[src/common/sstp_pkg.sv]
// Shared constants and types of the memory scan test port
package sstp_pkg;

    // Instruction register width and codes
    localparam int          IR_W          = 3;
    localparam logic [2:0]  INS_EXTEST    = 3'h0;
    localparam logic [2:0]  INS_IDCODE    = 3'h1;
    localparam logic [2:0]  INS_SAMPLE_Z  = 3'h2;
    localparam logic [2:0]  INS_RSVD_A    = 3'h3; // reserved_vendor_code
    localparam logic [2:0]  INS_SAMPLE    = 3'h4;
    localparam logic [2:0]  INS_RSVD_B    = 3'h5; // reserved_vendor_code
    localparam logic [2:0]  INS_RSVD_C    = 3'h6; // reserved_vendor_code
    localparam logic [2:0]  INS_BYPASS    = 3'h7;
    // Fixed pattern loaded into the instruction shifter at capture
    localparam logic [2:0]  IR_CAPTURE    = 3'h1;
    // Instruction taken at power-up and in test-logic-reset
    localparam logic [2:0]  IR_RST        = INS_IDCODE;

    // Identification register layout (chip_identification)
    localparam int          ID_W          = 32;
    localparam int          ID_REV_MSB    = 31;
    localparam int          ID_REV_LSB    = 29;
    localparam int          ID_CFG_MSB    = 28;
    localparam int          ID_CFG_LSB    = 12;
    localparam int          ID_MAKER_MSB  = 11;
    localparam int          ID_MAKER_LSB  = 1;
    localparam int          ID_START_BIT  = 0;
    // Part configuration fields, absolute bit positions
    localparam int          CFG_TERM_HI   = 27;
    localparam int          CFG_DEN_MSB   = 26;
    localparam int          CFG_DEN_LSB   = 24;
    localparam int          CFG_WID_MSB   = 22;
    localparam int          CFG_WID_LSB   = 21;
    localparam int          CFG_ONE_BIT   = 19;
    localparam int          CFG_ENH       = 18;
    localparam int          CFG_PORT      = 17;
    localparam int          CFG_RL        = 16;
    localparam int          CFG_BURST     = 15;
    localparam int          CFG_TERM_LO   = 14;
    localparam int          CFG_SIO       = 13;
    // density_field and width_field codes
    localparam logic [2:0]  DEN_18MB      = 3'h1;
    localparam logic [2:0]  DEN_36MB      = 3'h2;
    localparam logic [2:0]  DEN_72MB      = 3'h3;
    localparam logic [1:0]  WID_X36       = 2'h3;
    localparam logic [1:0]  WID_X18       = 2'h2;
    // read_latency in half cycles that sets the latency flag
    localparam int          RL_FLAG_HALF  = 5;

    // Boundary chain
    localparam int          BS_CELLS      = 109;
    localparam int          BS_PINS       = 108;
    localparam int          BS_OE_CELL    = 108; // index of cell 109
    localparam logic        BS_OE_RST     = 1'b0;

    // Timing
    localparam int          CLK_PERIOD_NS = 4;
    localparam int          TDO_VALID_NS  = 10;
    localparam int          TDO_VALID_CYC =
        (TDO_VALID_NS / CLK_PERIOD_NS) < 1 ? 1 :
        (TDO_VALID_NS / CLK_PERIOD_NS);

    // Data register selection
    typedef enum logic [1:0] {
        SEL_BOUNDARY = 2'h0,
        SEL_IDENT    = 2'h1,
        SEL_BYPASS   = 2'h2
    } sstp_dr_sel_t;

    // Sixteen tap controller states, one-hot
    typedef enum logic [15:0] {
        ST_TLR    = 16'h0001,
        ST_RTI    = 16'h0002,
        ST_SEL_DR = 16'h0004,
        ST_CAP_DR = 16'h0008,
        ST_SH_DR  = 16'h0010,
        ST_EX1_DR = 16'h0020,
        ST_PA_DR  = 16'h0040,
        ST_EX2_DR = 16'h0080,
        ST_UPD_DR = 16'h0100,
        ST_SEL_IR = 16'h0200,
        ST_CAP_IR = 16'h0400,
        ST_SH_IR  = 16'h0800,
        ST_EX1_IR = 16'h1000,
        ST_PA_IR  = 16'h2000,
        ST_EX2_IR = 16'h4000,
        ST_UPD_IR = 16'h8000
    } sstp_tap_state_t;

endpackage

[src/verilog/sstp_sync.sv]
`timescale 1ns/1ns
// Three-stage input synchroniser with an agreement filter per bit
module sstp_sync #(
    parameter int WIDTH = 3
) (
    input  wire logic             sys_clk_in,
    input  wire logic             rst_n_in,
    input  wire logic [WIDTH-1:0] async_in,
    output logic      [WIDTH-1:0] level_out
);

    // Width must be usable
    if (WIDTH < 1) begin : g_chk
        $error("sstp_sync: WIDTH must be at least 1");
    end

    genvar i;
    for (i = 0; i < WIDTH; i++) begin : g_bit
        logic s1_r;     // First stage, read only by the second
        logic s2_r;     // Second stage
        logic s3_r;     // Third stage
        logic lvl_r;    // Filtered level
        logic lvl_nxt;  // Next filtered level

        // Level moves only once second and third stage agree
        always_comb begin
            lvl_nxt = (s2_r == s3_r) ? s3_r : lvl_r;
        end

        // Register the chain and the filtered level
        always_ff @(posedge sys_clk_in or negedge rst_n_in) begin
            if (!rst_n_in) begin
                s1_r  <= 1'b0;
                s2_r  <= 1'b0;
                s3_r  <= 1'b0;
                lvl_r <= 1'b0;
            end else begin
                s1_r  <= async_in[i];
                s2_r  <= s1_r;
                s3_r  <= s2_r;
                lvl_r <= lvl_nxt;
            end
        end

        assign level_out[i] = lvl_r;
    end

endmodule

[src/verilog/sstp_top.sv]
`timescale 1ns/1ns
// Behaviour
// RQ1: Decode instruction; route boundary, identification or bypass
// RQ2: Controller never loads the three reserved codes; the code loads them on update and they select bypass
// RQ3: 32-bit identification: revision, configuration, maker, one
// RQ4: Density field 001, 010, 011 by size
// RQ5: Width field 11 for x36, 10 x18
// RQ6: Enhanced flag and port-style flag per variant
// RQ7: Latency flag one only for 2.5 cycles
// RQ8: Burst flag one for four, zero two
// RQ9: Separate-pins flag one, shared pins zero
// RQ10: Termination flag one when option present
// RQ11: 109 cells; cell 109 internal, serial-loaded
// RQ12: Unconnected cells are don't-care captures
// RQ13: Test output changes after falling test clock
// RQ14: Under extest cell 109 enables data drivers
// RQ15: Reset state selects identification instruction
// RQ16: Sample-Z keeps data bus in high impedance
// RQ17: Single bypass bit cleared on capture
// RQ18: Standard sixteen-state controller, sampled on rise
module sstp_top #(
    parameter int           DENSITY_MB   = 36,
    parameter int           DATA_WIDTH   = 36,
    parameter bit           ENHANCED     = 1'b1,
    parameter bit           FOUR_WORD    = 1'b0,
    parameter int           RL_HALF      = 4,
    parameter int           BURST_LEN    = 2,
    parameter bit           SEPARATE_IO  = 1'b0,
    parameter bit           ODT_PRESENT  = 1'b0,
    parameter logic [2:0]   REVISION     = 3'h1,   // Arbitrary value
    parameter logic [10:0]  MAKER_CODE   = 11'h2A5, // Arbitrary value
    parameter logic [107:0] NC_CELL_MASK = 108'h0
) (
    input  wire logic          sys_clk_in,
    input  wire logic          rst_n_in,
    input  wire logic          tck_in,        // Test clock pin
    input  wire logic          tms_in,        // Mode select pin
    input  wire logic          tdi_in,        // Serial data in pin
    input  wire logic [107:0]  bs_pins_in,    // Pin ring, cells 1..108
    output logic               tdo_out,       // Serial data out
    output logic               tdo_oe_n_out,  // Low while tdo driven
    output logic [108:0]       bs_update_out, // Boundary update latches
    output logic               dq_oe_n_out,   // Low lets data drivers run
    output logic               extest_out,    // Extest is current
    output logic [2:0]         instr_out      // Current instruction
);

    // Parameter screening
    if (!(DENSITY_MB == 18 || DENSITY_MB == 36 || DENSITY_MB == 72)
        || !(DATA_WIDTH == 18 || DATA_WIDTH == 36)
        || !(BURST_LEN == 2 || BURST_LEN == 4)
        || RL_HALF < 1) begin : g_chk
        $error("sstp_top: unsupported part parameters");
    end

    // Density and width codes
    localparam logic [2:0] DEN_CODE =
        (DENSITY_MB == 18) ? sstp_pkg::DEN_18MB :
        (DENSITY_MB == 36) ? sstp_pkg::DEN_36MB : sstp_pkg::DEN_72MB;
    localparam logic [1:0] WID_CODE =
        (DATA_WIDTH == 36) ? sstp_pkg::WID_X36 : sstp_pkg::WID_X18;

    // Hardwired identification word
    function automatic logic [31:0] id_word();
        logic [31:0] w;
        w = 32'h0000_0000;
        w[sstp_pkg::ID_REV_MSB:sstp_pkg::ID_REV_LSB] = REVISION;
        w[sstp_pkg::ID_MAKER_MSB:sstp_pkg::ID_MAKER_LSB] = MAKER_CODE;
        w[sstp_pkg::ID_START_BIT] = 1'b1;                   // [RQ3]
        w[sstp_pkg::CFG_DEN_MSB:sstp_pkg::CFG_DEN_LSB] = DEN_CODE; // [RQ4]
        w[sstp_pkg::CFG_WID_MSB:sstp_pkg::CFG_WID_LSB] = WID_CODE; // [RQ5]
        w[sstp_pkg::CFG_ONE_BIT] = 1'b1;
        w[sstp_pkg::CFG_ENH]     = ENHANCED;                // [RQ6]
        w[sstp_pkg::CFG_PORT]    = FOUR_WORD;               // [RQ6]
        w[sstp_pkg::CFG_RL]      = RL_HALF == sstp_pkg::RL_FLAG_HALF; // [RQ7]
        w[sstp_pkg::CFG_BURST]   = (BURST_LEN == 4);        // [RQ8]
        w[sstp_pkg::CFG_SIO]     = SEPARATE_IO;             // [RQ9]
        w[sstp_pkg::CFG_TERM_HI] = ODT_PRESENT;             // [RQ10]
        w[sstp_pkg::CFG_TERM_LO] = ODT_PRESENT;             // [RQ10]
        return w;
    endfunction

    localparam logic [31:0] ID_VALUE = id_word();

    // Data register chosen by an instruction
    function automatic sstp_pkg::sstp_dr_sel_t dr_sel(logic [2:0] ins);
        case (ins)
            sstp_pkg::INS_EXTEST,
            sstp_pkg::INS_SAMPLE_Z,
            sstp_pkg::INS_SAMPLE:   dr_sel = sstp_pkg::SEL_BOUNDARY;
            sstp_pkg::INS_IDCODE:   dr_sel = sstp_pkg::SEL_IDENT;
            default:                dr_sel = sstp_pkg::SEL_BYPASS;
        endcase
    endfunction

    // Standard controller transition on a test clock rise
    function automatic sstp_pkg::sstp_tap_state_t tap_next(
        sstp_pkg::sstp_tap_state_t st, logic tms);
        case (st)
            sstp_pkg::ST_TLR:    tap_next = tms ? sstp_pkg::ST_TLR
                                                : sstp_pkg::ST_RTI;
            sstp_pkg::ST_RTI:    tap_next = tms ? sstp_pkg::ST_SEL_DR
                                                : sstp_pkg::ST_RTI;
            sstp_pkg::ST_SEL_DR: tap_next = tms ? sstp_pkg::ST_SEL_IR
                                                : sstp_pkg::ST_CAP_DR;
            sstp_pkg::ST_CAP_DR: tap_next = tms ? sstp_pkg::ST_EX1_DR
                                                : sstp_pkg::ST_SH_DR;
            sstp_pkg::ST_SH_DR:  tap_next = tms ? sstp_pkg::ST_EX1_DR
                                                : sstp_pkg::ST_SH_DR;
            sstp_pkg::ST_EX1_DR: tap_next = tms ? sstp_pkg::ST_UPD_DR
                                                : sstp_pkg::ST_PA_DR;
            sstp_pkg::ST_PA_DR:  tap_next = tms ? sstp_pkg::ST_EX2_DR
                                                : sstp_pkg::ST_PA_DR;
            sstp_pkg::ST_EX2_DR: tap_next = tms ? sstp_pkg::ST_UPD_DR
                                                : sstp_pkg::ST_SH_DR;
            sstp_pkg::ST_UPD_DR: tap_next = tms ? sstp_pkg::ST_SEL_DR
                                                : sstp_pkg::ST_RTI;
            sstp_pkg::ST_SEL_IR: tap_next = tms ? sstp_pkg::ST_TLR
                                                : sstp_pkg::ST_CAP_IR;
            sstp_pkg::ST_CAP_IR: tap_next = tms ? sstp_pkg::ST_EX1_IR
                                                : sstp_pkg::ST_SH_IR;
            sstp_pkg::ST_SH_IR:  tap_next = tms ? sstp_pkg::ST_EX1_IR
                                                : sstp_pkg::ST_SH_IR;
            sstp_pkg::ST_EX1_IR: tap_next = tms ? sstp_pkg::ST_UPD_IR
                                                : sstp_pkg::ST_PA_IR;
            sstp_pkg::ST_PA_IR:  tap_next = tms ? sstp_pkg::ST_EX2_IR
                                                : sstp_pkg::ST_PA_IR;
            sstp_pkg::ST_EX2_IR: tap_next = tms ? sstp_pkg::ST_UPD_IR
                                                : sstp_pkg::ST_SH_IR;
            sstp_pkg::ST_UPD_IR: tap_next = tms ? sstp_pkg::ST_SEL_DR
                                                : sstp_pkg::ST_RTI;
            default:             tap_next = sstp_pkg::ST_TLR;
        endcase
    endfunction

    // Filtered pin levels
    logic [2:0]                 pin_lvl;      // {tdi, tms, tck}
    logic                       tck_prev_r;   // Test clock one cycle ago
    logic                       tck_rise;     // Rising test clock seen
    logic                       tck_fall;     // Falling test clock seen
    // Controller and shifters
    sstp_pkg::sstp_tap_state_t  state_r, state_nxt;
    logic [2:0]                 ir_sr_r, ir_sr_nxt;   // Instruction shifter
    logic [2:0]                 ir_cur_r, ir_cur_nxt; // Current instruction
    logic [108:0]               bs_sr_r, bs_sr_nxt;   // Boundary shifter
    logic [108:0]               bs_upd_r, bs_upd_nxt; // Boundary latches
    logic [31:0]                id_sr_r, id_sr_nxt;   // Identification
    logic                       byp_r, byp_nxt;       // Bypass bit
    logic                       tdo_r, tdo_nxt;
    logic                       tdo_oe_n_r, tdo_oe_n_nxt;
    logic                       dq_oe_n_r, dq_oe_n_nxt;
    logic                       extest_r, extest_nxt; // Extest is current
    sstp_pkg::sstp_dr_sel_t     sel;                  // Chosen data reg

    // Pin synchroniser for clock, mode select and data in
    sstp_sync #(
        .WIDTH      (3)
    ) u_sync (
        .sys_clk_in (sys_clk_in),
        .rst_n_in   (rst_n_in),
        .async_in   ({tdi_in, tms_in, tck_in}),
        .level_out  (pin_lvl)
    );

    // Edge detection on the filtered test clock
    assign tck_rise = pin_lvl[0] & ~tck_prev_r;
    assign tck_fall = ~pin_lvl[0] & tck_prev_r;
    assign sel      = dr_sel(ir_cur_r);                      // [RQ1]

    // Next values of the controller, shifters and pin drivers
    always_comb begin
        state_nxt    = state_r;
        ir_sr_nxt    = ir_sr_r;
        ir_cur_nxt   = ir_cur_r;
        bs_sr_nxt    = bs_sr_r;
        bs_upd_nxt   = bs_upd_r;
        id_sr_nxt    = id_sr_r;
        byp_nxt      = byp_r;
        tdo_nxt      = tdo_r;
        tdo_oe_n_nxt = tdo_oe_n_r;
        // Rising test clock: move and capture or shift
        if (tck_rise) begin
            state_nxt = tap_next(state_r, pin_lvl[1]);       // [RQ18]
            case (state_r)
                sstp_pkg::ST_CAP_DR: begin
                    // Masked cells capture zero so nothing uses them
                    bs_sr_nxt = {bs_upd_r[sstp_pkg::BS_OE_CELL],
                                 bs_pins_in & ~NC_CELL_MASK}; // [RQ12]
                    id_sr_nxt = ID_VALUE;                    // [RQ3]
                    byp_nxt   = 1'b0;                        // [RQ17]
                end
                sstp_pkg::ST_SH_DR: begin
                    // Only the chosen register moves
                    case (sel)
                        sstp_pkg::SEL_BOUNDARY:
                            bs_sr_nxt = {pin_lvl[2], bs_sr_r[108:1]};
                        sstp_pkg::SEL_IDENT:
                            id_sr_nxt = {pin_lvl[2], id_sr_r[31:1]};
                        default: byp_nxt = pin_lvl[2];
                    endcase
                end
                sstp_pkg::ST_CAP_IR: ir_sr_nxt = sstp_pkg::IR_CAPTURE;
                sstp_pkg::ST_SH_IR:  ir_sr_nxt = {pin_lvl[2], ir_sr_r[2:1]};
                default: ;
            endcase
        end
        // Falling test clock: update latches and present tdo
        if (tck_fall) begin
            if (state_r == sstp_pkg::ST_UPD_IR) begin
                ir_cur_nxt = ir_sr_r;
            end
            if (state_r == sstp_pkg::ST_UPD_DR
                && sel == sstp_pkg::SEL_BOUNDARY) begin
                bs_upd_nxt = bs_sr_r;                        // [RQ11]
            end
            if (state_r == sstp_pkg::ST_SH_DR) begin
                tdo_oe_n_nxt = 1'b0;
                case (sel)                                   // [RQ1]
                    sstp_pkg::SEL_BOUNDARY: tdo_nxt = bs_sr_r[0];
                    sstp_pkg::SEL_IDENT:    tdo_nxt = id_sr_r[0];
                    default:                tdo_nxt = byp_r;
                endcase
            end else if (state_r == sstp_pkg::ST_SH_IR) begin
                tdo_oe_n_nxt = 1'b0;
                tdo_nxt      = ir_sr_r[0];
            end else begin
                tdo_oe_n_nxt = 1'b1;                         // [RQ13]
            end
        end
        // Reset state forces identification and preset output cell
        if (state_r == sstp_pkg::ST_TLR) begin
            ir_cur_nxt = sstp_pkg::IR_RST;                   // [RQ15]
            bs_upd_nxt[sstp_pkg::BS_OE_CELL] = sstp_pkg::BS_OE_RST;
        end
        // Data driver control
        case (ir_cur_r)
            sstp_pkg::INS_EXTEST:
                dq_oe_n_nxt = ~bs_upd_r[sstp_pkg::BS_OE_CELL]; // [RQ14]
            sstp_pkg::INS_SAMPLE_Z: dq_oe_n_nxt = 1'b1;     // [RQ16]
            default:                dq_oe_n_nxt = 1'b0;
        endcase
        extest_nxt = (ir_cur_nxt == sstp_pkg::INS_EXTEST); // Tracks instr
    end

    // Register all state
    always_ff @(posedge sys_clk_in or negedge rst_n_in) begin
        if (!rst_n_in) begin
            tck_prev_r <= 1'b0;
            state_r    <= sstp_pkg::ST_TLR;
            ir_sr_r    <= sstp_pkg::IR_CAPTURE;
            ir_cur_r   <= sstp_pkg::IR_RST;
            bs_sr_r    <= 109'h0;
            bs_upd_r   <= 109'h0;
            id_sr_r    <= 32'h0000_0000;
            byp_r      <= 1'b0;
            tdo_r      <= 1'b0;
            tdo_oe_n_r <= 1'b1;
            dq_oe_n_r  <= 1'b0;
            extest_r   <= 1'b0;
        end else begin
            tck_prev_r <= pin_lvl[0];
            state_r    <= state_nxt;
            ir_sr_r    <= ir_sr_nxt;
            ir_cur_r   <= ir_cur_nxt;
            bs_sr_r    <= bs_sr_nxt;
            bs_upd_r   <= bs_upd_nxt;
            id_sr_r    <= id_sr_nxt;
            byp_r      <= byp_nxt;
            tdo_r      <= tdo_nxt;
            tdo_oe_n_r <= tdo_oe_n_nxt;
            dq_oe_n_r  <= dq_oe_n_nxt;
            extest_r   <= extest_nxt;
        end
    end

    // Outputs straight from flops
    assign tdo_out       = tdo_r;
    assign tdo_oe_n_out  = tdo_oe_n_r;
    assign bs_update_out = bs_upd_r;
    assign dq_oe_n_out   = dq_oe_n_r;
    assign instr_out     = ir_cur_r;
    assign extest_out    = extest_r;
endmodule

[config.mk]
export PLATFORM = sky130hd
export DESIGN_NAME = sstp_top
export DESIGN_NICKNAME = d
export VERILOG_FILES = /design/src/common/sstp_pkg.sv /design/src/verilog/sstp_sync.sv /design/src/verilog/sstp_top.sv
export SDC_FILE = /design/constraint.sdc
export NUM_CORES = 1
export LEC_CHECK = 0
export ABC_CLOCK_PERIOD_IN_PS = 2600
export BUFFER_PORTS_ARGS = -buffer_cell sky130_fd_sc_hd__buf_2
export CORE_MARGIN = 1
export CORE_UTILIZATION = 51
export CTS_CLUSTER_SIZE = 30
export DETAILED_ROUTE_END_ITERATION = 16
export HOLD_SLACK_MARGIN = 0.05
export PLACE_DENSITY = 0.77
export SYNTH_ARGS = -nofsm -noshare
export SYNTH_HDL_FRONTEND = slang
export SYNTH_SLANG_ARGS = --single-unit
[constraint.sdc]
create_clock -name sys_clk_in -period 2.6 [get_ports sys_clk_in]
set_input_delay 0 -clock sys_clk_in [delete_from_list [all_inputs] [get_ports sys_clk_in]]
set_output_delay 0 -clock sys_clk_in [all_outputs]
set_load 0.02 [all_outputs]
Word level (Yosys, flattened, before mapping)
Cells that the tools add are included.
{"block": "classes", "eq_ne": 26, "mux": 33, "n_bitwise": 5, "reduce_logical": 21}
{"op": "$mux 109", "count": 3}
{"op": "$pmux 109 s2", "count": 1}
{"op": "$pmux 16 s12", "count": 1}
{"op": "$pmux 32 s2", "count": 1}
{"op": "$mux 16", "count": 2}
{"op": "$mux 32", "count": 1}
{"op": "$mux 9", "count": 2}
{"op": "$eq 16x1->1 const B", "count": 1}
{"op": "$eq 16x10->1 const B", "count": 1}
{"op": "$eq 16x11->1 const B", "count": 1}
{"op": "$eq 16x12->1 const B", "count": 1}
{"op": "$eq 16x13->1 const B", "count": 1}
{"op": "$eq 16x14->1 const B", "count": 1}
{"op": "$eq 16x15->1 const B", "count": 1}
{"op": "$eq 16x16->1 const B", "count": 1}
{"op": "$eq 16x2->1 const B", "count": 1}
{"op": "$eq 16x3->1 const B", "count": 1}
{"op": "$eq 16x4->1 const B", "count": 1}
{"op": "$eq 16x5->1 const B", "count": 1}
{"op": "$eq 16x6->1 const B", "count": 1}
{"op": "$eq 16x7->1 const B", "count": 1}
{"op": "$eq 16x8->1 const B", "count": 1}
{"op": "$eq 16x9->1 const B", "count": 1}
{"op": "$mux 15", "count": 1}
{"op": "other kinds (28)", "count": 57}
{"block": "word_totals", "regBits": 290, "inputBits": 113, "output_inout_bits": 116, "elab_cells": 110}

Depth between registers and ports, before layout
Gate-level depths: netlist of run 1.
{"block": "depth", "word_depth": 8, "mapped_depth": 9, "mapped_depth_nobuf": 5}

Modules after synthesis
Synthesis of run 1 repeated with hierarchy kept, for this count alone.
{"block": "unflattened", "hier_cells": 1162, "area_unflattened_um2": 12901.1}
{"module": "sstp_top", "instances": 1, "cells_per_inst": 1144, "area_each_um2": 12544.5, "seq_area_each_um2": 6961.7}
{"module": "sstp_sync", "instances": 1, "cells_per_inst": 18, "area_each_um2": 356.6, "seq_area_each_um2": 300.3}

Worst setup path after synthesis of run 1
Ideal clock, no wire load.
{"block": "synth_path", "path_type": "flip-flop to flip-flop", "startpoint": "reg state_r[12]", "endpoint": "reg bs_sr_r[37]", "arrival_ns": 2.303, "t_required_ns": 2.473, "slack_ns": 0.170, "path_stages_with_launch": 9, "n_path_buf": 4, "period_less_slack_ns": 2.430, "path_cell_list": "dfrtp_1 -> buf_6 -> or4_4 -> a211o_1 -> nor3_1 -> buf_4 -> buf_6 -> buf_6 -> mux2_1"}
{"block": "synth_via", "elab_chain_len": 3, "elab_cells_between_ends": 6, "cone_classes": "eq/ne (3); mux (1); reduce/logical (2)"}
{"item": "start, declared", "line": "sstp_top.sv:142", "rtl": "sstp_pkg::sstp_tap_state_t state_r, state_nxt;"}
{"item": "start signal, assigned", "line": "sstp_top.sv:249", "rtl": "state_r <= sstp_pkg::ST_TLR;"}
{"item": "start signal, assigned", "line": "sstp_top.sv:262", "rtl": "state_r <= state_nxt;"}
{"item": "$eq 16x5->1 / $eq 16x4->1 (equally long branches)", "line": "sstp_top.sv:184", "rtl": "case (state_r)"}
{"item": "$ne 2x2->1 (no line) / $reduce_bool 2->1 (equally long branches)"}
{"item": "$reduce_and 3->1 (no line)"}
{"item": "end signal, assigned", "line": "sstp_top.sv:265", "rtl": "bs_sr_r <= bs_sr_nxt;"}
{"item": "end, declared", "line": "sstp_top.sv:145", "rtl": "logic [108:0] bs_sr_r, bs_sr_nxt;"}
Parallel ways exist; a longest one is shown, timed or not.
A chain may end at the register's enable or synchronous reset.

Final worst setup path of run 1
{"block": "layout_path", "startpoint": "reg state_r[5]", "endpoint": "reg bs_sr_r[69]"}
Same word-level chain as after synthesis.

==> results of run 1 <==
area by class of cell:
cell class	count	share of cell area (%)
Multi-Input combinational cell	755	30.49
Clock inverter	17	1.367
Antenna cell	1	0.01486
Sequential cell	290	43.12
Timing Repair Buffer	396	17.01
Clock buffer	40	5.104
Inverter	22	0.4903
Tap cell	324	2.407
layout by cell type, fill, tap and decap left out, types with 5 or more instances in the layout:
cell type and instances:
mux2i_1 22, nand3_1 5, bufinv_16 5, buf_4 39
mux2_1 10, nor3_1 5, o21ai_0 15, clkbuf_8 5
clkinv_2 7, nand2_1 359, mux2_2 220, o31ai_1 6
nor2_1 32, nand2b_1 7, buf_12 11, dfrtp_1 286
clkbuf_16 32, inv_1 22, a21oi_1 6, buf_2 227
dlygate4sd3_1 113
kinds of logic (layout without fill, tap and decap cells):
group	after synthesis	count (layout)	synth area share, %
and+or+nand+nor	448	448	14.83
buffers and inverters	88	475	3.328
adders and majority gates	4	4	0.3133
muxes	252	252	21.99
xor gates and xnor gates	5	5	0.3426
DFF	290	290	56.82
other	0	1	0
AOI/OAI and AO/OA	46	46	2.379
what timing repair did:
item,4_1_cts,5_1_grt
hold buffers,113,0
setup endpoints to repair,0,200
setup buffers,0,2
hold endpoints to repair,362,0
gates resized for setup,0,8
sequential cells by signal (all words and copies together) (netlist names), 3 cells and up:
name / flops
bs_sr_r: 109
bs_update_out: 109
id_sr_r: 32
instr_out: 3
ir_sr_r: 3
state_r: 16
u_sync.g_bit.lvl_r: 3
u_sync.g_bit.s1_r: 3
u_sync.g_bit.s2_r: 3
u_sync.g_bit.s3_r: 3
power by group through the flow:
stage	Clock (W)	Combinational, W	Sequential [W]
after floorplan	0	0.000776	0.00532
after global placement	0	0.00117	0.00541
after detailed placement	0	0.00122	0.00544
after CTS	0.00473	0.00136	0.00536
after global routing	0.00493	0.00152	0.00544
final	0.00466	0.00138	0.00538
per-layer routing:
metal	share of wire, %	routed length [um]	GRT usage (%)	up-vias
met5	0	0	0	-
met3	5.6	1782	4.726	66
met4	2.6	838	8.225	0
met1	41	13120	31.23	4818
met2	51	16210	43.70	320
li1	-	-	-	4520
final timing paths:
| check | start | end | slack (ns) | cells after the start |
|---|---|---|---|---|
| setup reg to reg | state_r[5] | bs_sr_r[69] | 0.1 | 7 |
| setup / recovery | state_r[5] | bs_sr_r[69] | 0.1 | 7 |
| hold reg to reg | u_sync.g_bit[2].s1_r | u_sync.g_bit[2].s2_r | 0.35 | 0 |
| min in group asynchronous | rst_n_in | bs_update_out[5] | 0.56 | 3 |
| hold / removal | tms_in | u_sync.g_bit[1].s1_r | 0.11 | 2 |
| max in group asynchronous | rst_n_in | tdo_oe_n_out | 1.10 | 4 |
through the flow:
step | util, % | total power [W] | setup WS (ns) | hold slack, ns
after floorplan | - | 0.006098 | 0.1699 | -0.2956
after global placement | 59.50 | 0.006580 | 0.09670 | 0.02804
after detailed placement | 59.50 | 0.006659 | 0.06817 | 0.02858
after CTS | 68.57 | 0.01146 | 0.04932 | 0.05961
after global routing | 68.85 | 0.01189 | -0.02409 | 0.08658
final | 68.85 | 0.01142 | 0.09531 | 0.1070
synthesized netlist by cell type (2+ instances only):
cell type,n
a211o_1,2
a211oi_1,2
a21o_1,4
a21oi_1,6
a22o_1,3
a31oi_1,2
a32o_1,2
and2_1,3
buf_2,19
buf_4,11
buf_6,4
clkbuf_1,31
dfrtp_1,286
dfstp_2,4
inv_1,22
maj3_1,4
mux2_1,10
mux2_2,220
mux2i_1,22
nand2_1,359
nand2b_1,7
nand3_1,5
nand3b_1,3
nand4_1,3
nand4b_1,4
nor2_1,32
nor2b_1,3
nor3_1,7
nor4_1,3
nor4_2,5
nor4b_1,2
o21ai_0,15
o31ai_1,6
or4_1,3
or4_4,3
or4b_2,2
xor2_1,4
==> flow_summary.yaml, run 1 <==
outcome:
  status: "complete, no violations"
timing:
  worst_pin_slew_ns: 0.5951
  hold_viol: 0
  fmax_mhz: 399.3
  fin_setup_tns_ns: 0
  timing.final.crit_share_pct: 96.33
  slew_headroom_pct: 60.33
  fin_crit_ns: 2.505
  setup_violations: 0
  slew_violations: 0
  finClkSkew_ns: 0.01651
logic_synthesis:
  synthArstFlopShare_pct: 100.0
  synth.cell_area_um2: 12780
  synthesis.nets: 1246
  synth_ff_type: "dfrtp_1"
  synth_area_per_cell_um2: 11.28
  ys_seq_elements: 290
  yosysUniqueCellTypes: 47
  syn_inst: 1133
  ys_seq_area_share_pct: 56.82
  ys_top_cells_by_area: "dfrtp_1 (56%), mux2_2 (19%), nand2_1 (11%)"
  yosysWarningCount: 0
  yosys.area.top_type_share_pct: 56.00
  synth_top_area_cell: "dfrtp_1"
  synth-edff-count: 0
final_layout:
  instances_no_fill: 1845
  syn_to_final_growth_pct: 31.78
  fill_cells: 1686
  multi_input_area_um2: 5135
  final_area_um2: 16840
  regArea_um2: 7262
  nets: 1609
  drive_above_1_share_pct: 37.89
routing:
  ant_nets: 0
  wl_per_cell_um: 17.32
  dr.pass1.iters: 4
  drc: 0
  num_vias: 9724
  wl_mm: 31.95
  via_per_inst: 5.270
  initialDrtViolationCount: 683
placement:
  dpl_cell_area_um2: 14550
  gp_congestion: 0.8988
  placed_cells: 1671
  dp_hpwl_mm: 19.23
  numPortBuffers: 228
power_and_ir_drop:
  internal_power_w: 0.008581
  vdd_drop_max_v: 0.0004590
  combPwrFrac_pct: 12.1
  power.net_switching_w: 0.002837
  switching_share_pct: 24.85
  clockPowerShare_pct: 40.9
  p_seq_share_pct: 47.1
  powerDensity_nw_per_um2: 678.0
  p_leak_nw: 8.964
worst_setup_path:
  worstSetupPathType: "flop to flop"
  cp_cell_sequence: "nor4_4, nand4b_1, a211o_2, nor3_2, buf_4, buf_12, mux2_2"
  endpoint_kind: "flop"
  critical_path_buf_inv_count: 2
  critPathMaxFanout: 25
  critPathRequiredTime_ns: 3.02
  slowest_delay_ns: 0.45
  path_delay_family: "simple AND/OR/NAND/NOR gates"
  crit_arrival_ns: 2.93
  cp-start-kind: "flop"
  cp_slowest_cell: "a211o_2"
global_route:
  grt_first_pass_wirelength_mm: 52.14
  grt_util_all_layers_pct: 24.99
  antenna_found_initial: 1
  overflow: 0
  grt_pass1_vias: 10305
  grt_max_degree: 89
floorplanning:
  core_area_um2: 24460
  die-height_um: 160.3
  dieArea_um2: 25700
  die_w_um: 160.3
  io_pins: 229
  start_util_pct: 52.25
  placementRows: 57
clocking:
  cts_sinks: 290
  clk_pin_slew_worst_paths_ns: 0.07
  clock-root-buffer: "clkbuf_16"
  numCtsBuffers: 31
  clockBufferDepth: 3
  cts_tree: "yes"
  clkLatencyLatePin_ns: 0.55
  cts-htree-levels: 1
run:
  drv_cap: 0
worst_hold_path:
  hold_class: "input pin to flop"
Note: power is estimated with default switching activity, not from simulation.
==> run 2, diff against run 1 <==
--- a/config.mk
+++ b/config.mk
@@ -8,11 +8,11 @@
 export ABC_CLOCK_PERIOD_IN_PS = 2600
 export BUFFER_PORTS_ARGS = -buffer_cell sky130_fd_sc_hd__buf_2
 export CORE_MARGIN = 1
-export CORE_UTILIZATION = 51
+export CORE_UTILIZATION = 50
 export CTS_CLUSTER_SIZE = 30
 export DETAILED_ROUTE_END_ITERATION = 16
 export HOLD_SLACK_MARGIN = 0.05
-export PLACE_DENSITY = 0.77
+export PLACE_DENSITY = 0.76
 export SYNTH_ARGS = -nofsm -noshare
 export SYNTH_HDL_FRONTEND = slang
 export SYNTH_SLANG_ARGS = --single-unit
==> run 2 against run 1 <==
Maximum frequency increased by 1.7%. Clock skew is 0.0033 ns higher. Power is 0.62% higher. Clock power is 1% higher. Critical path type unchanged. Critical endpoint is now bs_sr_r[78]. Largest cell class unchanged.
==> flow_summary.yaml, run 2 (synthesized netlist as in run 1, its figures left out) <==
outcome:
  status: "complete, no violations"
clocking:
  clk_pin_slew_worst_paths_ns: 0.06
  cts_tree: "yes"
  numCtsBuffers: 30
  cts-htree-levels: 1
  clockBufferDepth: 3
  post-cts-setup-buffers: 0
  cts_sinks: 290
  clkLatencyLatePin_ns: 0.56
  clock-root-buffer: "clkbuf_16"
placement:
  gp_congestion: 0.8579
  placed_cells: 1675
  dp_hpwl_mm: 19.42
  numPortBuffers: 228
floorplanning:
  placementRows: 58
  die_w_um: 161.9
  start_util_pct: 50.90
  die-height_um: 161.9
  core_area_um2: 25110
  dieArea_um2: 26210
  io_pins: 229
final_layout:
  instances_no_fill: 1843
  multi_input_area_um2: 5134
  final_cell_mix: "nand2_1 (359), dfrtp_1 (286), buf_2 (227)"
  nets: 1602
  layout_commonest_cell: "nand2_1"
  diodes: 0
  drive_above_1_share_pct: 37.87
  syn_to_final_growth_pct: 32.37
  final_core_util_pct: 67.38
  fill_cells: 1785
  regArea_um2: 7262
global_route:
  antenna_found_initial: 0
  grt_max_degree: 89
  grt_pass1_vias: 10449
  grt_first_pass_wirelength_mm: 52.18
  grt_util_all_layers_pct: 24.69
  overflow: 0
routing:
  num_vias: 9756
  via_per_inst: 5.294
  dr.pass1.iters: 7
  drc: 0
  wl_per_cell_um: 17.37
  initialDrtViolationCount: 592
  ant_nets: 0
  wl_mm: 32.01
worst_hold_path:
  hold_class: "input pin to asynchronous set/reset pin"
timing:
  slew_violations: 0
  setup_violations: 0
  finClkSkew_ns: 0.01982
  worst_pin_slew_ns: 0.7273
  fmax_mhz: 406.2
  timing.final.crit_share_pct: 94.68
  fin_crit_ns: 2.462
  hold_viol: 0
  slew_headroom_pct: 51.51
power_and_ir_drop:
  powerDensity_nw_per_um2: 679.1
  vdd_drop_max_v: 0.0005636
  p_leak_nw: 8.953
run:
  drv_cap: 0
worst_setup_path:
  critPathRequiredTime_ns: 3.04
  endpoint_kind: "flop"
  r2r_start: "state_r[13]"
  startpoint: "state_r[13]"
  rrSetupSlack_ns: 0.14
  critPathMaxFanout: 30
  worstSetupPathType: "flop to flop"
  cp-start-kind: "flop"
  crit_arrival_ns: 2.90
==> run 2: cell types whose count changed in the layout (fill, tap and decap cells not counted), moves of 2 or more <==
cell / previous run / this run
buf_12: 11 / 22
clkinv_2: 7 / 9
buf_4: 39 / 27
buf_6: 4 / 1
clkbuf_1: 4 / 1
==> run 2: critical path: stages (launching register included) <==
cell and delay (ns):
dfrtp_1 0.38, or4_4 0.58, a211o_4 0.39, nor3_4 0.22
buf_4 0.20, buf_12 0.22, mux2_2 0.36
==> run 2: cell type report <==
class,count,share of cell area (%)
clock buffer,36,4.933
clock inverter,20,1.575
inverter,22,0.4881
multi-input combinational,755,30.34
sequential,290,42.92
tap,330,2.440
timing repair buffer,390,17.30
==> run 2: power by group <==
group / internal [W] / total (W) / switching [W]
clock: 0.00288 / 0.00472 / 0.00184
sequential: 0.00500 / 0.00538 / 0.000381
combinational: 0.000764 / 0.00139 / 0.000625
==> run 2: worst paths after layout <==
check | cells past startpoint | to
max in group asynchronous | 3 | bs_sr_r[55]
max reg2reg | 6 | bs_sr_r[78]
min in group sys_clk_in | 2 | u_sync.g_bit[0].s1_r
min reg2reg | 0 | u_sync.g_bit[0].s2_r
min | 2 | bs_update_out[7]
max | 6 | bs_sr_r[78]
==> run 2: timing repair <==
item                                    4_1_cts  5_1_grt
hold buffers                                112        0
endpoints found under the setup margin        0      107
gates resized for setup                       0        5
endpoints found under the hold margin       397        0
==> run 2: metrics by stage <==
step | instance area [um^2] | worst slack (ns) | total power, W | TNS [ns] | hold slack (ns)
3_5_place_dp | 14670 | 0.02458 | 0.006675 | 0 | 0.05846
4_1_cts | 16890 | 0.01214 | 0.01152 | 0 | 0.07386
5_1_grt | 16920 | -0.01668 | 0.01194 | -0.02075 | 0.09637
3_3_place_gp | 14670 | 0.08087 | 0.006605 | 0 | 0.06109
6_report | 16920 | 0.1384 | 0.01149 | 0 | 0.03147
2_1_floorplan | 12780 | 0.1699 | 0.006098 | 0 | -0.2956
==> run 2: per-layer routing <==
layer,global-route usage (%),routed length [um],vias to the layer above
met2,42.10,16050,342
met3,5.592,1978,105
li1,-,-,4510
met1,29.62,12710,4799
met4,11.71,1277,0
met5,0,0,-
==> run 3, diff against run 2 <==
--- a/config.mk
+++ b/config.mk
@@ -12,7 +12,7 @@
 export CTS_CLUSTER_SIZE = 30
 export DETAILED_ROUTE_END_ITERATION = 16
 export HOLD_SLACK_MARGIN = 0.05
-export PLACE_DENSITY = 0.76
+export PLACE_DENSITY = 0.85
 export SYNTH_ARGS = -nofsm -noshare
 export SYNTH_HDL_FRONTEND = slang
 export SYNTH_SLANG_ARGS = --single-unit
==> run 3 against run 2 <==
Sequential share of layout area is 0.48 points higher. First-iteration DRC count is 13% higher. Core utilization is 0.75 points lower. Power is 3.5% lower. Clock-buffer cell count is 13 higher. Critical path depth stayed put. Worst hold slack better by 0.063 ns. Cell count is 0.22% higher. Die area stayed put. Highest routed layer unchanged.
==> flow_summary.yaml, run 3 (synthesized netlist as in run 1, its figures left out) <==
outcome:
  status: "complete, no violations"
worst_setup_path:
  path_delay_family: "simple AND/OR/NAND/NOR gates"
  rrSetupSlack_ns: 0.06
  critPathRequiredTime_ns: 3.03
  crit_arrival_ns: 2.97
  endpoint_kind: "flop"
  r2r_start: "state_r[13]"
  slowest_delay_ns: 0.59
  worstRegToRegCells: 6
  cp_slowest_cell: "or4_4"
  cp-start-kind: "flop"
  critical_path_buf_inv_count: 2
  worstSetupPathType: "flop to flop"
  cp_cell_sequence: "or4_4, a211o_4, nor3_4, buf_4, buf_12, mux2_2"
  critPathMaxFanout: 32
  timing.rr.end: "bs_sr_r[84]"
final_layout:
  fill_cells: 1723
  diodes: 0
  nets: 1605
  layout_commonest_cell: "nand2_1"
  drive_above_1_share_pct: 37.24
  final_cell_mix: "nand2_1 (359), dfrtp_1 (286), buf_2 (227)"
  syn_to_final_growth_pct: 30.90
timing:
  fin_setup_tns_ns: 0
  hold_viol: 0
  fmax_mhz: 394.4
  timing.final.crit_share_pct: 97.52
  setup_violations: 0
  fin_crit_ns: 2.535
  slew_headroom_pct: 52.20
  grt_setup_unrepaired: "no"
  worst_pin_slew_ns: 0.7155
  finClkSkew_ns: 0.02761
  slew_violations: 0
  postLayoutSetupSlackWorst_ns: 0.06450
global_route:
  antenna_found_initial: 0
  overflow: 0
  grt_util_all_layers_pct: 25.42
  grtUsageMet2_pct: 44.50
  grtUsageMet3_pct: 4.341
  grt_max_degree: 97
  grt_first_pass_wirelength_mm: 53.05
  grt.met1_usage_pct: 30.71
  busiest_layer: "met2"
  grt_pass1_vias: 10436
floorplanning:
  die_w_um: 161.9
  placementRows: 58
  die-height_um: 161.9
  io_pins: 229
  core_area_um2: 25110
  start_util_pct: 50.90
  dieArea_um2: 26210
routing:
  dr.pass1.iters: 5
  via_per_inst: 5.387
  num_vias: 9949
  drc: 0
  initialDrtViolationCount: 671
  wl_mm: 33.15
  wl_per_cell_um: 17.95
  ant_nets: 0
run:
  drv_cap: 0
power_and_ir_drop:
  vdd_drop_max_v: 0.0006131
  powerDensity_nw_per_um2: 662.5
  p_leak_nw: 8.883
clocking:
  cts-htree-levels: 1
  cts_sinks: 290
  clockBufferDepth: 3
  clkLatencyLatePin_ns: 0.56
  cts_tree: "yes"
  clk_pin_slew_worst_paths_ns: 0.06
  post-cts-setup-buffers: 0
  numCtsBuffers: 31
  clock-root-buffer: "clkbuf_16"
placement:
  dpl_worst_slack_ns: -0.02133
  dp_hpwl_mm: 19.39
  numPortBuffers: 228
  gp_congestion: 0.8544
worst_hold_path:
  holdPathEnd: "u_sync.g_bit[0].s1_r"
  hp-start: "tck_in"
  min_path_cells: 2
  hold_class: "input pin to flop"
run 3: cell type report:
type                            count  area (um^2)  share of cell area (%)
Timing Repair Buffer              392         2835                   16.95
Multi-Input combinational cell    755         5142                   30.74
Tap cell                          330        412.9                   2.468
Clock buffer                       49        903.4                   5.400
Clock inverter                      9        91.34                  0.5460
Sequential cell                   290         7262                   43.41
Inverter                           22        82.58                  0.4936
run 3: through the flow:
step                      util (%)  hold slack (ns)  area, um^2  power (W)  instances
after floorplan                  -          -0.2956       12780   0.006098       1133
after global placement       57.93         -0.05872       14550   0.006586       1675
after detailed placement     57.93         -0.05466       14550   0.006675       1675
after CTS                    66.54          0.07041       16710    0.01109       1847
after global routing         66.63          0.09034       16730    0.01151       1847
final                        66.63          0.09488       16730    0.01108       1847
run 3: timing repair:
| action | in CTS | in global routing |
|---|---|---|
| pin swaps | 0 | 0 |
| endpoints found under the setup margin | 76 | 53 |
| hold buffers | 114 | 0 |
| endpoints found under the hold margin | 397 | 0 |
| resized for setup | 2 | 3 |
run 3: metal layers:
layer / part of all wire (%) / routed length, um
met1: 38 / 12750
met2: 52 / 17090
met3: 5.9 / 1940
met4: 4.1 / 1365
met5: 0 / 0
run 3: worst max-delay path by stage:
stage | slack, ns | end | cells after the start | from
2_1_floorplan | 0.17 | bs_sr_r[37] | 8 | state_r[12]
3_3_place_gp | -0.005 | bs_sr_r[95] | 6 | state_r[13]
3_5_place_dp | -0.02 | bs_sr_r[11] | 6 | state_r[13]
4_1_cts | 0.01 | bs_sr_r[84] | 6 | state_r[13]
5_1_grt | 0.01 | bs_sr_r[11] | 6 | state_r[13]
6_report | 0.06 | bs_sr_r[84] | 6 | state_r[13]
run 3: power breakdown:
| part | total (W) | internal (W) | switching (W) |
|---|---|---|---|
| Sequential | 0.00539 | 0.00500 | 0.000390 |
| Clock | 0.00428 | 0.00249 | 0.00179 |
| Combinational | 0.00141 | 0.000773 | 0.000638 |
| Total | 0.0111 | 0.00826 | 0.00282 |
